<file path="config.mk">
export PLATFORM = sky130hd
export DESIGN_NAME = adcc_sequencer
export DESIGN_NICKNAME = d
export VERILOG_FILES = /design/src/rtl/adcc_pkg.sv /design/src/rtl/adcc_sequencer.sv /design/src/rtl/adcc_prescaler.sv
export SDC_FILE = /design/constraint.sdc
export NUM_CORES = 1
export LEC_CHECK = 0
export BUFFER_PORTS_ARGS = -buffer_cell sky130_fd_sc_hd__buf_2
export CAP_MARGIN = 20
export CORE_ASPECT_RATIO = 0.75
export CORE_MARGIN = 5
export CORE_UTILIZATION = 64
export CTS_BUF_LIST = sky130_fd_sc_hd__clkbuf_4
export DETAILED_ROUTE_END_ITERATION = 12
export GPL_TIMING_DRIVEN = 0
export PLACE_DENSITY = 0.85
export SLEW_MARGIN = 20
export SYNTH_ARGS = -nofsm -noshare
export SYNTH_HDL_FRONTEND = slang
export SYNTH_HIERARCHICAL = 1
export SYNTH_SLANG_ARGS = --single-unit
</file>
<file path="constraint.sdc">
create_clock -name clk_i -period 4.5 [get_ports clk_i]
set_input_delay 0.225 -clock clk_i [delete_from_list [all_inputs] [get_ports clk_i]]
set_output_delay 0.225 -clock clk_i [all_outputs]
set_load 0.02 [all_outputs]
</file>
<file path="src/rtl/adcc_pkg.sv">
// package: constants, register map and types of the conversion sequencer
// Behaviour
// - sample clock divides by 2, 8, 16, 32
// - conversion clock code 11 divides by 32
// - conversion clock codes 00/01/10: 4, 8, 16
// - all clocks prescaled from the system clock
// - conversions last whole input clock periods
// - dummy write to low result starts conversion
// - such write restarts a running conversion
// - start next machine cycle, set busy flag
// - phases: sample, convert, write result
// - total time is sample plus convert, up to the end of that machine cycle
// - three ways continuous conversion is started
// - clearing continuous bit ends after current one
// - continuous restart after write-result cycle
// - busy set at start, cleared at write
// - done flag set by hardware, software clears
// - enable low blocks the interrupt request
// - 10-bit result split over two registers
package adcc_pkg;

  // register bus shape
  localparam int DW = 8;
  localparam int AW = 3;

  // register indices
  localparam logic [AW-1:0] IDX_CTRL_A  = 3'h0; // converter_ctrl_reg_a
  localparam logic [AW-1:0] IDX_CTRL_B  = 3'h1; // converter_ctrl_reg_b
  localparam logic [AW-1:0] IDX_RES_LO  = 3'h2; // result_low_reg
  localparam logic [AW-1:0] IDX_RES_HI  = 3'h3; // result_high_reg
  localparam logic [AW-1:0] IDX_IRQ_REQ = 3'h4; // irq_request_reg
  localparam logic [AW-1:0] IDX_IRQ_EN  = 3'h5; // irq_enable_reg_b

  // field positions
  localparam int POS_CONT_MODE = 0; // ctrl_a: continuous_mode_bit
  localparam int POS_ACTIVE    = 1; // ctrl_a: conversion_active_flag
  localparam int POS_CONV_SEL  = 0; // ctrl_b: conv clock select [1:0]
  localparam int POS_SAMP_SEL  = 2; // ctrl_b: sample clock select [3:2]
  localparam int POS_TOO_FAST  = 7; // ctrl_b: conv clock above limit
  localparam int POS_DONE      = 0; // irq_request: conv_done_irq_flag
  localparam int POS_IRQ_EN    = 0; // irq_enable: conv_irq_enable
  localparam int POS_RES_LO    = 6; // result_low holds result[1:0]

  // values after reset
  localparam logic [1:0] CONV_SEL_RST = 2'h1;
  localparam logic [1:0] SAMP_SEL_RST = 2'h0;

  // divide ratios in input clock periods
  localparam logic [5:0] DIV_2  = 6'h02;
  localparam logic [5:0] DIV_4  = 6'h04;
  localparam logic [5:0] DIV_8  = 6'h08;
  localparam logic [5:0] DIV_16 = 6'h10;
  localparam logic [5:0] DIV_32 = 6'h20;

  // timing: one machine cycle is six input clock periods
  localparam int         MC_CLKS = 6;
  localparam logic [2:0] MC_LAST = 3'(MC_CLKS - 1);
  localparam int         CLK_MHZ      = 40;
  localparam int         CONV_MAX_MHZ = 2;
  localparam logic [5:0] CONV_MIN_DIV = 6'(CLK_MHZ / CONV_MAX_MHZ);

  // phase lengths in prescaled clock periods (defaults)
  localparam int SAMPLE_PERIODS = 4;
  localparam int CONV_PERIODS   = 12;
  localparam int RES_W          = 10;

  // sequencer states
  typedef enum logic [2:0] {
    ST_IDLE  = 3'h0,
    ST_ARM   = 3'h1,
    ST_SAMP  = 3'h2,
    ST_CONV  = 3'h3,
    ST_ALIGN = 3'h4,
    ST_WRITE = 3'h5
  } adcc_state_e;

  // prescaler selections of converter_ctrl_reg_b
  typedef struct packed {
    logic [1:0] samp_sel;
    logic [1:0] conv_sel;
  } adcc_clk_cfg_s;

  // phase indication toward the analog core
  typedef struct packed {
    logic sample;
    logic convert;
  } adcc_phase_s;

endpackage : adcc_pkg

</file>
<file path="src/rtl/adcc_sequencer.sv">
// file: conversion sequencer with its register file
`timescale 1ns/100ps
`default_nettype none
module adcc_sequencer
#(
  parameter int SAMPLE_N = adcc_pkg::SAMPLE_PERIODS,
  parameter int CONV_N   = adcc_pkg::CONV_PERIODS
)
(
  // clock and reset (clk_i is the oscillator clock)
  input  wire logic                  clk_i,
  input  wire logic                  nrst_i,
  // register port
  input  wire logic [adcc_pkg::AW-1:0] addr_i,
  input  wire logic [adcc_pkg::DW-1:0] wdata_i,
  input  wire logic                  wr_i,
  input  wire logic                  rd_i,
  output logic [adcc_pkg::DW-1:0]    rdata_o,
  // analog core
  input  wire logic [adcc_pkg::RES_W-1:0] sar_value_i,
  output adcc_pkg::adcc_phase_s      phase_o,
  output logic                       sample_tick_o,
  output logic                       conv_tick_o,
  // status and interrupt
  output logic                       busy_o,
  output logic                       irq_o
);
  import adcc_pkg::*;

  // elaboration checks: phase counters are eight bits wide
  if (SAMPLE_N < 1 || SAMPLE_N > 255)
  begin : g_bad_samp
    $error("adcc_sequencer: SAMPLE_N out of range");
  end
  if (CONV_N < 1 || CONV_N > 255)
  begin : g_bad_conv
    $error("adcc_sequencer: CONV_N out of range");
  end

  localparam logic [7:0] SAMP_LAST = 8'(SAMPLE_N - 1);
  localparam logic [7:0] CONV_LAST = 8'(CONV_N - 1);

  // software-visible state
  logic          cont_r;        // continuous_mode_bit
  logic          cont_nxt;
  adcc_clk_cfg_s cfg_r;         // prescaler selections
  adcc_clk_cfg_s cfg_nxt;
  logic          done_r;        // conv_done_irq_flag
  logic          done_nxt;
  logic          irq_en_r;      // conv_irq_enable
  logic          irq_en_nxt;
  logic [RES_W-1:0] res_r;      // stored result
  logic [RES_W-1:0] res_nxt;
  logic          ran_r;         // a conversion happened since reset
  logic          ran_nxt;

  // sequencer state
  adcc_state_e   st_r;
  adcc_state_e   st_nxt;
  logic [2:0]    mc_r;          // position in machine cycle
  logic [2:0]    mc_nxt;
  logic [7:0]    per_r;         // prescaled periods in phase
  logic [7:0]    per_nxt;
  logic          busy_nxt;
  adcc_phase_s   phase_nxt;

  // bus outputs
  logic [DW-1:0] rdata_nxt;
  logic          irq_nxt;

  // decoded accesses
  logic          wr_lo;
  logic          wr_a;
  logic          mc_end;
  logic          restart_ps;
  logic [5:0]    conv_div;
  logic [5:0]    samp_div;
  logic          samp_tick;
  logic          conv_tick;

  assign wr_lo  = wr_i && (addr_i == IDX_RES_LO);
  assign wr_a   = wr_i && (addr_i == IDX_CTRL_A);
  assign mc_end = (mc_r == MC_LAST);

  // conversion clock ratio lookup
  always_comb
  begin
    unique case (cfg_r.conv_sel)
      2'h0: conv_div = DIV_4;
      2'h1: conv_div = DIV_8;
      2'h2: conv_div = DIV_16;
      2'h3: conv_div = DIV_32;
    endcase
  end

  // sample clock ratio lookup
  always_comb
  begin
    unique case (cfg_r.samp_sel)
      2'h0: samp_div = DIV_2;
      2'h1: samp_div = DIV_8;
      2'h2: samp_div = DIV_16;
      2'h3: samp_div = DIV_32;
    endcase
  end

  // prescalers restart whenever a phase begins so that each
  // phase spans whole prescaled periods of the input clock
  assign restart_ps = (st_nxt != st_r) || wr_lo;

  adcc_prescaler #(
    .DIV_W (6)
  ) u_samp_ps (
    .clk_i     (clk_i),
    .nrst_i    (nrst_i),
    .restart_i (restart_ps),
    .div_i     (samp_div),
    .tick_o    (samp_tick)
  );

  adcc_prescaler #(
    .DIV_W (6)
  ) u_conv_ps (
    .clk_i     (clk_i),
    .nrst_i    (nrst_i),
    .restart_i (restart_ps),
    .div_i     (conv_div),
    .tick_o    (conv_tick)
  );

  // machine cycle counter, free running from reset
  always_comb
  begin
    mc_nxt = mc_end ? 3'h0 : mc_r + 3'h1;
  end

  // sequencer next state
  always_comb
  begin
    st_nxt    = st_r;
    per_nxt   = per_r;
    busy_nxt  = busy_o;
    ran_nxt   = ran_r;
    res_nxt   = res_r;
    phase_nxt = '0;
    unique case (st_r)
      ST_IDLE:
      begin
        // idle until started by software
        if (cont_nxt && !cont_r && ran_r)
          st_nxt = ST_ARM;
      end
      ST_ARM:
      begin
        // wait for the next machine cycle boundary
        if (mc_end)
        begin
          st_nxt   = ST_SAMP;
          busy_nxt = 1'b1;
          per_nxt  = '0;
        end
      end
      ST_SAMP:
      begin
        phase_nxt.sample = 1'b1;
        if (samp_tick)
        begin
          per_nxt = per_r + 8'h01;
          if (per_r == SAMP_LAST)
          begin
            st_nxt  = ST_CONV;
            per_nxt = '0;
          end
        end
      end
      ST_CONV:
      begin
        phase_nxt.convert = 1'b1;
        if (conv_tick)
        begin
          per_nxt = per_r + 8'h01;
          if (per_r == CONV_LAST)
            st_nxt = ST_ALIGN;
        end
      end
      ST_ALIGN:
      begin
        // total time ends with the machine cycle in progress;
        // the write cycle is not part of it
        phase_nxt.convert = !mc_end;
        if (mc_end)
        begin
          st_nxt   = ST_WRITE;
          busy_nxt = 1'b0;
          res_nxt  = sar_value_i;
          ran_nxt  = 1'b1;
        end
      end
      ST_WRITE:
      begin
        // one machine cycle in which the result is readable
        if (mc_end)
        begin
          if (cont_r)
          begin
            st_nxt   = ST_SAMP;
            busy_nxt = 1'b1;
            per_nxt  = '0;
          end
          else
          begin
            st_nxt = ST_IDLE;
          end
        end
      end
      default:
      begin
        st_nxt   = ST_IDLE;
        busy_nxt = 1'b0;
      end
    endcase
    // a dummy write wins over every state transition, but not the result capture: abandon and rearm
    if (wr_lo)
    begin
      st_nxt    = ST_ARM;
      busy_nxt  = busy_o;   // held until the new first cycle
      phase_nxt = '0;
      per_nxt   = '0;
    end
  end

  // software registers next values
  always_comb
  begin
    cont_nxt   = cont_r;
    cfg_nxt    = cfg_r;
    irq_en_nxt = irq_en_r;
    done_nxt   = done_r;
    if (wr_a)
      cont_nxt = wdata_i[POS_CONT_MODE];
    if (wr_i && addr_i == IDX_CTRL_B)
    begin
      cfg_nxt.conv_sel = wdata_i[POS_CONV_SEL +: 2];
      cfg_nxt.samp_sel = wdata_i[POS_SAMP_SEL +: 2];
    end
    if (wr_i && addr_i == IDX_IRQ_EN)
      irq_en_nxt = wdata_i[POS_IRQ_EN];
    // software write is the only clear
    if (wr_i && addr_i == IDX_IRQ_REQ)
      done_nxt = wdata_i[POS_DONE];
    // set at end of conversion wins over a clear
    if (st_r == ST_ALIGN && mc_end && !wr_lo)
      done_nxt = 1'b1;
  end

  // interrupt request: flag gated by enable
  always_comb
  begin
    irq_nxt = done_nxt && irq_en_nxt;
  end

  // read data, valid only in the cycle after the strobe;
  // the dummy value written to result_low is never stored
  always_comb
  begin
    rdata_nxt = '0;
    if (rd_i)
    begin
      unique case (addr_i)
        IDX_CTRL_A:
        begin
          rdata_nxt[POS_CONT_MODE] = cont_r;
          rdata_nxt[POS_ACTIVE]    = busy_o;
        end
        IDX_CTRL_B:
        begin
          rdata_nxt[POS_CONV_SEL +: 2] = cfg_r.conv_sel;
          rdata_nxt[POS_SAMP_SEL +: 2] = cfg_r.samp_sel;
          // hint for software: ratio too small for the clock
          rdata_nxt[POS_TOO_FAST] = (conv_div < CONV_MIN_DIV);
        end
        IDX_RES_LO:
          rdata_nxt[POS_RES_LO +: 2] = res_r[1:0];
        IDX_RES_HI:
          rdata_nxt = res_r[RES_W-1:2];
        IDX_IRQ_REQ:
          rdata_nxt[POS_DONE] = done_r;
        IDX_IRQ_EN:
          rdata_nxt[POS_IRQ_EN] = irq_en_r;
        default:
          rdata_nxt = '0;  // unmapped reads zero
      endcase
    end
  end

  // registers of the sequencer
  always_ff @(posedge clk_i)
  begin
    if (!nrst_i)
    begin
      st_r    <= ST_IDLE;
      mc_r    <= 3'h0;
      per_r   <= 8'h00;
      busy_o  <= 1'b0;
      ran_r   <= 1'b0;
      res_r   <= '0;
      phase_o <= '0;
    end
    else
    begin
      st_r    <= st_nxt;
      mc_r    <= mc_nxt;
      per_r   <= per_nxt;
      busy_o  <= busy_nxt;
      ran_r   <= ran_nxt;
      res_r   <= res_nxt;
      phase_o <= phase_nxt;
    end
  end

  // registers seen by software
  always_ff @(posedge clk_i)
  begin
    if (!nrst_i)
    begin
      cont_r        <= 1'b0;
      cfg_r         <= '{samp_sel: SAMP_SEL_RST,
                         conv_sel: CONV_SEL_RST};
      done_r        <= 1'b0;
      irq_en_r      <= 1'b0;
      irq_o         <= 1'b0;
      rdata_o       <= '0;
      sample_tick_o <= 1'b0;
      conv_tick_o   <= 1'b0;
    end
    else
    begin
      cont_r        <= cont_nxt;
      cfg_r         <= cfg_nxt;
      done_r        <= done_nxt;
      irq_en_r      <= irq_en_nxt;
      irq_o         <= irq_nxt;
      rdata_o       <= rdata_nxt;
      sample_tick_o <= samp_tick;
      conv_tick_o   <= conv_tick;
    end
  end

endmodule : adcc_sequencer
`default_nettype wire

</file>
<file path="src/rtl/adcc_prescaler.sv">
// file: restartable clock prescaler giving a one-cycle tick
`timescale 1ns/100ps
`default_nettype none
module adcc_prescaler
#(
  parameter int DIV_W = 6
)
(
  // clock and reset
  input  wire logic             clk_i,
  input  wire logic             nrst_i,
  // control
  input  wire logic             restart_i,
  input  wire logic [DIV_W-1:0] div_i,
  // output
  output logic                  tick_o
);
  import adcc_pkg::*;

  // elaboration check: a one-bit counter cannot hold a ratio
  if (DIV_W < 2)
  begin : g_bad_width
    $error("adcc_prescaler: DIV_W too small");
  end

  logic [DIV_W-1:0] cnt_r;   // input clocks in current period
  logic [DIV_W-1:0] cnt_nxt;
  logic             tick_nxt;

  // count whole input clock periods; restart aligns the phase
  always_comb
  begin
    cnt_nxt  = cnt_r + 1'b1;
    tick_nxt = 1'b0;
    if (restart_i)
    begin
      cnt_nxt = '0;
    end
    else if (cnt_r >= div_i - 1'b1)
    begin
      cnt_nxt  = '0;
      tick_nxt = 1'b1;
    end
  end

  // registers only
  always_ff @(posedge clk_i)
  begin
    if (!nrst_i)
    begin
      cnt_r  <= '0;
      tick_o <= 1'b0;
    end
    else
    begin
      cnt_r  <= cnt_nxt;
      tick_o <= tick_nxt;
    end
  end

endmodule : adcc_prescaler
`default_nettype wire

</file>
==> summary.md <==
| Metric | Value |
|---|---|
| Status | `completed` |
| Crit share post-route | `53.3%` |
| Root buffer cell | `clkbuf_4` |
| Area grow syn2layout | `13.1%` |
| Layout Nets | `453` |
| Die Width | `90.3 microns` |
| CTS tree | `done` |
| Asr flop ratio synth | `0%` |
| Via count | `2617` |
| Io pins | `39` |
| Violation count after the first detailed-route iteration | `153` |
| Crit Path Class | `flip-flop to flip-flop` |
| Clock Skew | `11.9 ps` |
| PostCTS Resize Cnt | `0` |
| Clk_lat worst skew | `420 ps` |
| Mapped cell area | `0.00309 sq mm` |
| Maximum fanout along the worst path | `6` |
| RSZ-0062 raised after global routing | `no` |
| H-tree depth | `3` |
| Worst r2r src | `per_r[0]$_SDFFE_PP0P_` |
| Max-slew headroom | `44.6%` |
| Placed insts | `455` |
| # fillers | `351` |
| Final hold vios | `0` |
| GR Overflow Total | `0` |
| Synthesized netlist cell count | `356` |
| FF-to-FF End | `u_conv_ps/cnt_r[4]$_SDFF_PP0_` |
| Yosys reg bits | `60` |
| Worst EP required | `4810 ps` |
| First-pass GRT wire length | `11400 microns` |
| Leading area contributor after synthesis | `dfxtp_1` |
| Number of CTS-inserted buffers | `9` |
| Starting Density | `67.7%` |
| PwrDens | `299 mW/mm^2` |
| Layout Cells excl Fill | `471` |
| Clk slew on worst S/H paths | `110 ps` |
| EDFF count, synth | `0` |
| Max Buffers Root-to-Sink | `2` |
| Crit path capture type | `flip-flop` |
| Power, Total | `1050 uW` |
| Total negative slack | `0 ps` |
| Top cells by area, synth | `dfxtp_1, ha_1, nand2_1` |
| Largest net degree at the start of global routing | `14` |
| Share of cells above drive strength 1 | `16.4%` |
| Post-DP HPWL | `4690 microns` |
| Number of remaining DRC errors | `0` |
| Crit path launch type | `flip-flop` |
| Vias in the first global route | `2489` |
| FP Rows | `21` |
| Antenna diodes | `0` |
| Wire length per cell | `13.7 microns` |
| Hold Path Stages | `3` |
| CP startpoint | `per_r[0]$_SDFFE_PP0P_` |
| CTS Hold Bufs | `0` |
| Post-CTS Setup Bufs | `0` |
| Clk sinks | `60` |
| Cell Area, Placed | `0.00337 sq mm` |
| Routed WL | `6470 microns` |
| Count leader, synth | `dfxtp_1` |
| Setup Viol. Count Final | `0` |
| Max_cap viols | `0` |
| WP data arrival | `2710 ps` |
| Die Span Y | `70.2 microns` |
| Flop2flop setup slack | `2100 ps` |
| Slack of the critical path | `2100 ps` |
| Vias/cell | `5.56` |
| DIE AREA | `0.00634 sq mm` |
| Sequential fraction of the synthesis area | `38.8%` |
| Max Freq | `417 MHz` |
| Worst setup endpoint | `u_conv_ps/cnt_r[4]$_SDFF_PP0_` |
| Yosys warning count | `6` |
| Mean Syn Cell Area | `8.69 sq um` |
| Final slew viol count | `0` |
| Worst slew pin tran | `825 ps` |
| Core box area | `0.00457 sq mm` |
| Worst Hold Class | `input port to flip-flop` |
| Initial antenna violation count | `0` |
| Synth cell types | `52` |
| Remaining antenna violation count | `0` |
| Max VDD drop | `0.199 mV` |
| Post-synth top flop | `dfxtp_1` |
| Port bufs | `34` |
| DR pass1 iterations | `4` |
| Lkg Pwr | `0.00144 uW` |
| Clock period minus worst slack | `2400 ps` |
| Routability Congestion | `0.862` |
| Post-Place Worst Slack | `2190 ps` |
| Post-route design area | `0.00350 sq mm` |
| Global Route Usage Sum | `21.9%` |
| Post-synth top area share | `38.8%` |
| Commonest cells post-synth | `dfxtp_1, nand2_1, nor2_1` |
| R2r worst-path depth | `9` |
-- registers in the layout, indices dropped and copies added (netlist names) --
name / count
conv_tick_o: 1
irq_en_r: 1
res_r: 10
ran_r: 1
cont_r: 1
u_samp_ps/tick_o: 1
u_samp_ps/cnt_r: 6
phase_o: 2
rdata_o: 8
per_r: 8
busy_o: 1
irq_o: 1
u_conv_ps/cnt_r: 6
mc_r: 3
u_conv_ps/tick_o: 1
sample_tick_o: 1
done_r: 1
st_r: 3
cfg_r: 4
-- worst min-delay path by stage --
stage                                  startpoint                            end  slack, ps
detailed placement  u_samp_ps/cnt_r[0]$_SDFF_PP0_  u_samp_ps/cnt_r[0]$_SDFF_PP0_        440
global route                       sar_value_i[8]          res_r[8]$_SDFFE_PN0P_         30
CTS                                sar_value_i[2]          res_r[2]$_SDFFE_PN0P_         20
finish                             sar_value_i[2]          res_r[2]$_SDFFE_PN0P_         40
global placement    u_conv_ps/cnt_r[0]$_SDFF_PP0_  u_conv_ps/cnt_r[0]$_SDFF_PP0_        440
floorplan                              wdata_i[0]          cfg_r[0]$_SDFFE_PN1P_        350
-- metal layers --
metal / GRT usage (%) / vias to the layer above / routed length, microns
met5: 0 / - / 0
met4: 8.43 / 0 / 137
met3: 6.76 / 17 / 441
met2: 35.2 / 78 / 2830
met1: 27.4 / 1173 / 3070
li1: - / 1349 / -
-- report_power, final --
group          internal [uW]  leakage, uW  switching [uW]  total (uW)
sequential               544     0.000485            11.3         555
clock                    166    0.0000693             207         373
combinational           52.4     0.000887            64.7         117
total                    762      0.00144             283        1050
-- final cells by class --
class	count	area (sq um)	share of cell area [%]
Multi-Input combinational cell	281	1840	52.4
Sequential cell	60	1200	34.3
Inverter	12	45.0	1.29
Clock buffer	9	67.6	1.93
Buffer	11	42.5	1.22
Tap cell	57	71.3	2.04
Timing Repair Buffer	34	170	4.86
Clock inverter	7	67.6	1.93
-- per-stage QoR --
| step | hold slack, ps | util [%] |
|---|---|---|
| floorplan | 353 | - |
| global placement | 436 | 73.6 |
| detailed placement | 444 | 73.6 |
| CTS | 22.4 | 76.6 |
| global route | 29.0 | 76.6 |
| finish | 36.3 | 76.6 |
-- layout by cell type, fill, tap and decap left out, types with 10 or more instances in the layout --
cell type / n
inv_1: 12
nand2_1: 45
dfxtp_1: 60
buf_2: 35
nor2_1: 39
ha_1: 19
nor2b_1: 17
a21boi_0: 11
a21oi_1: 14
nand3_1: 10
mux2i_1: 12
xnor2_1: 10
-- cells by family (layout without fill, tap and decap cells) --
group | Yosys count | after routing | share of synthesized area (%)
buffers and inverters | 23 | 73 | 2.83
AO/OA/AOI/OAI | 61 | 61 | 14.4
XOR/XNOR | 16 | 16 | 4.53
other | 1 | 9 | 0.121
AND/OR/NAND/NOR | 162 | 162 | 27.0
flip-flops | 60 | 60 | 38.8
multiplexers | 14 | 14 | 4.61
adder cells (fa/ha/maj) | 19 | 19 | 7.68
-- critical path, cell delays in order (launching register included) --
cell	delay, ps
dfxtp_1	440
ha_1	280
or2b_2	370
nor3_1	340
nor2_1	100
o221ai_1	300
inv_1	110
o2111a_1	140
o21ai_2	120
nor2_1	90
No activity file was read; power rests on OpenSTA's default activity.
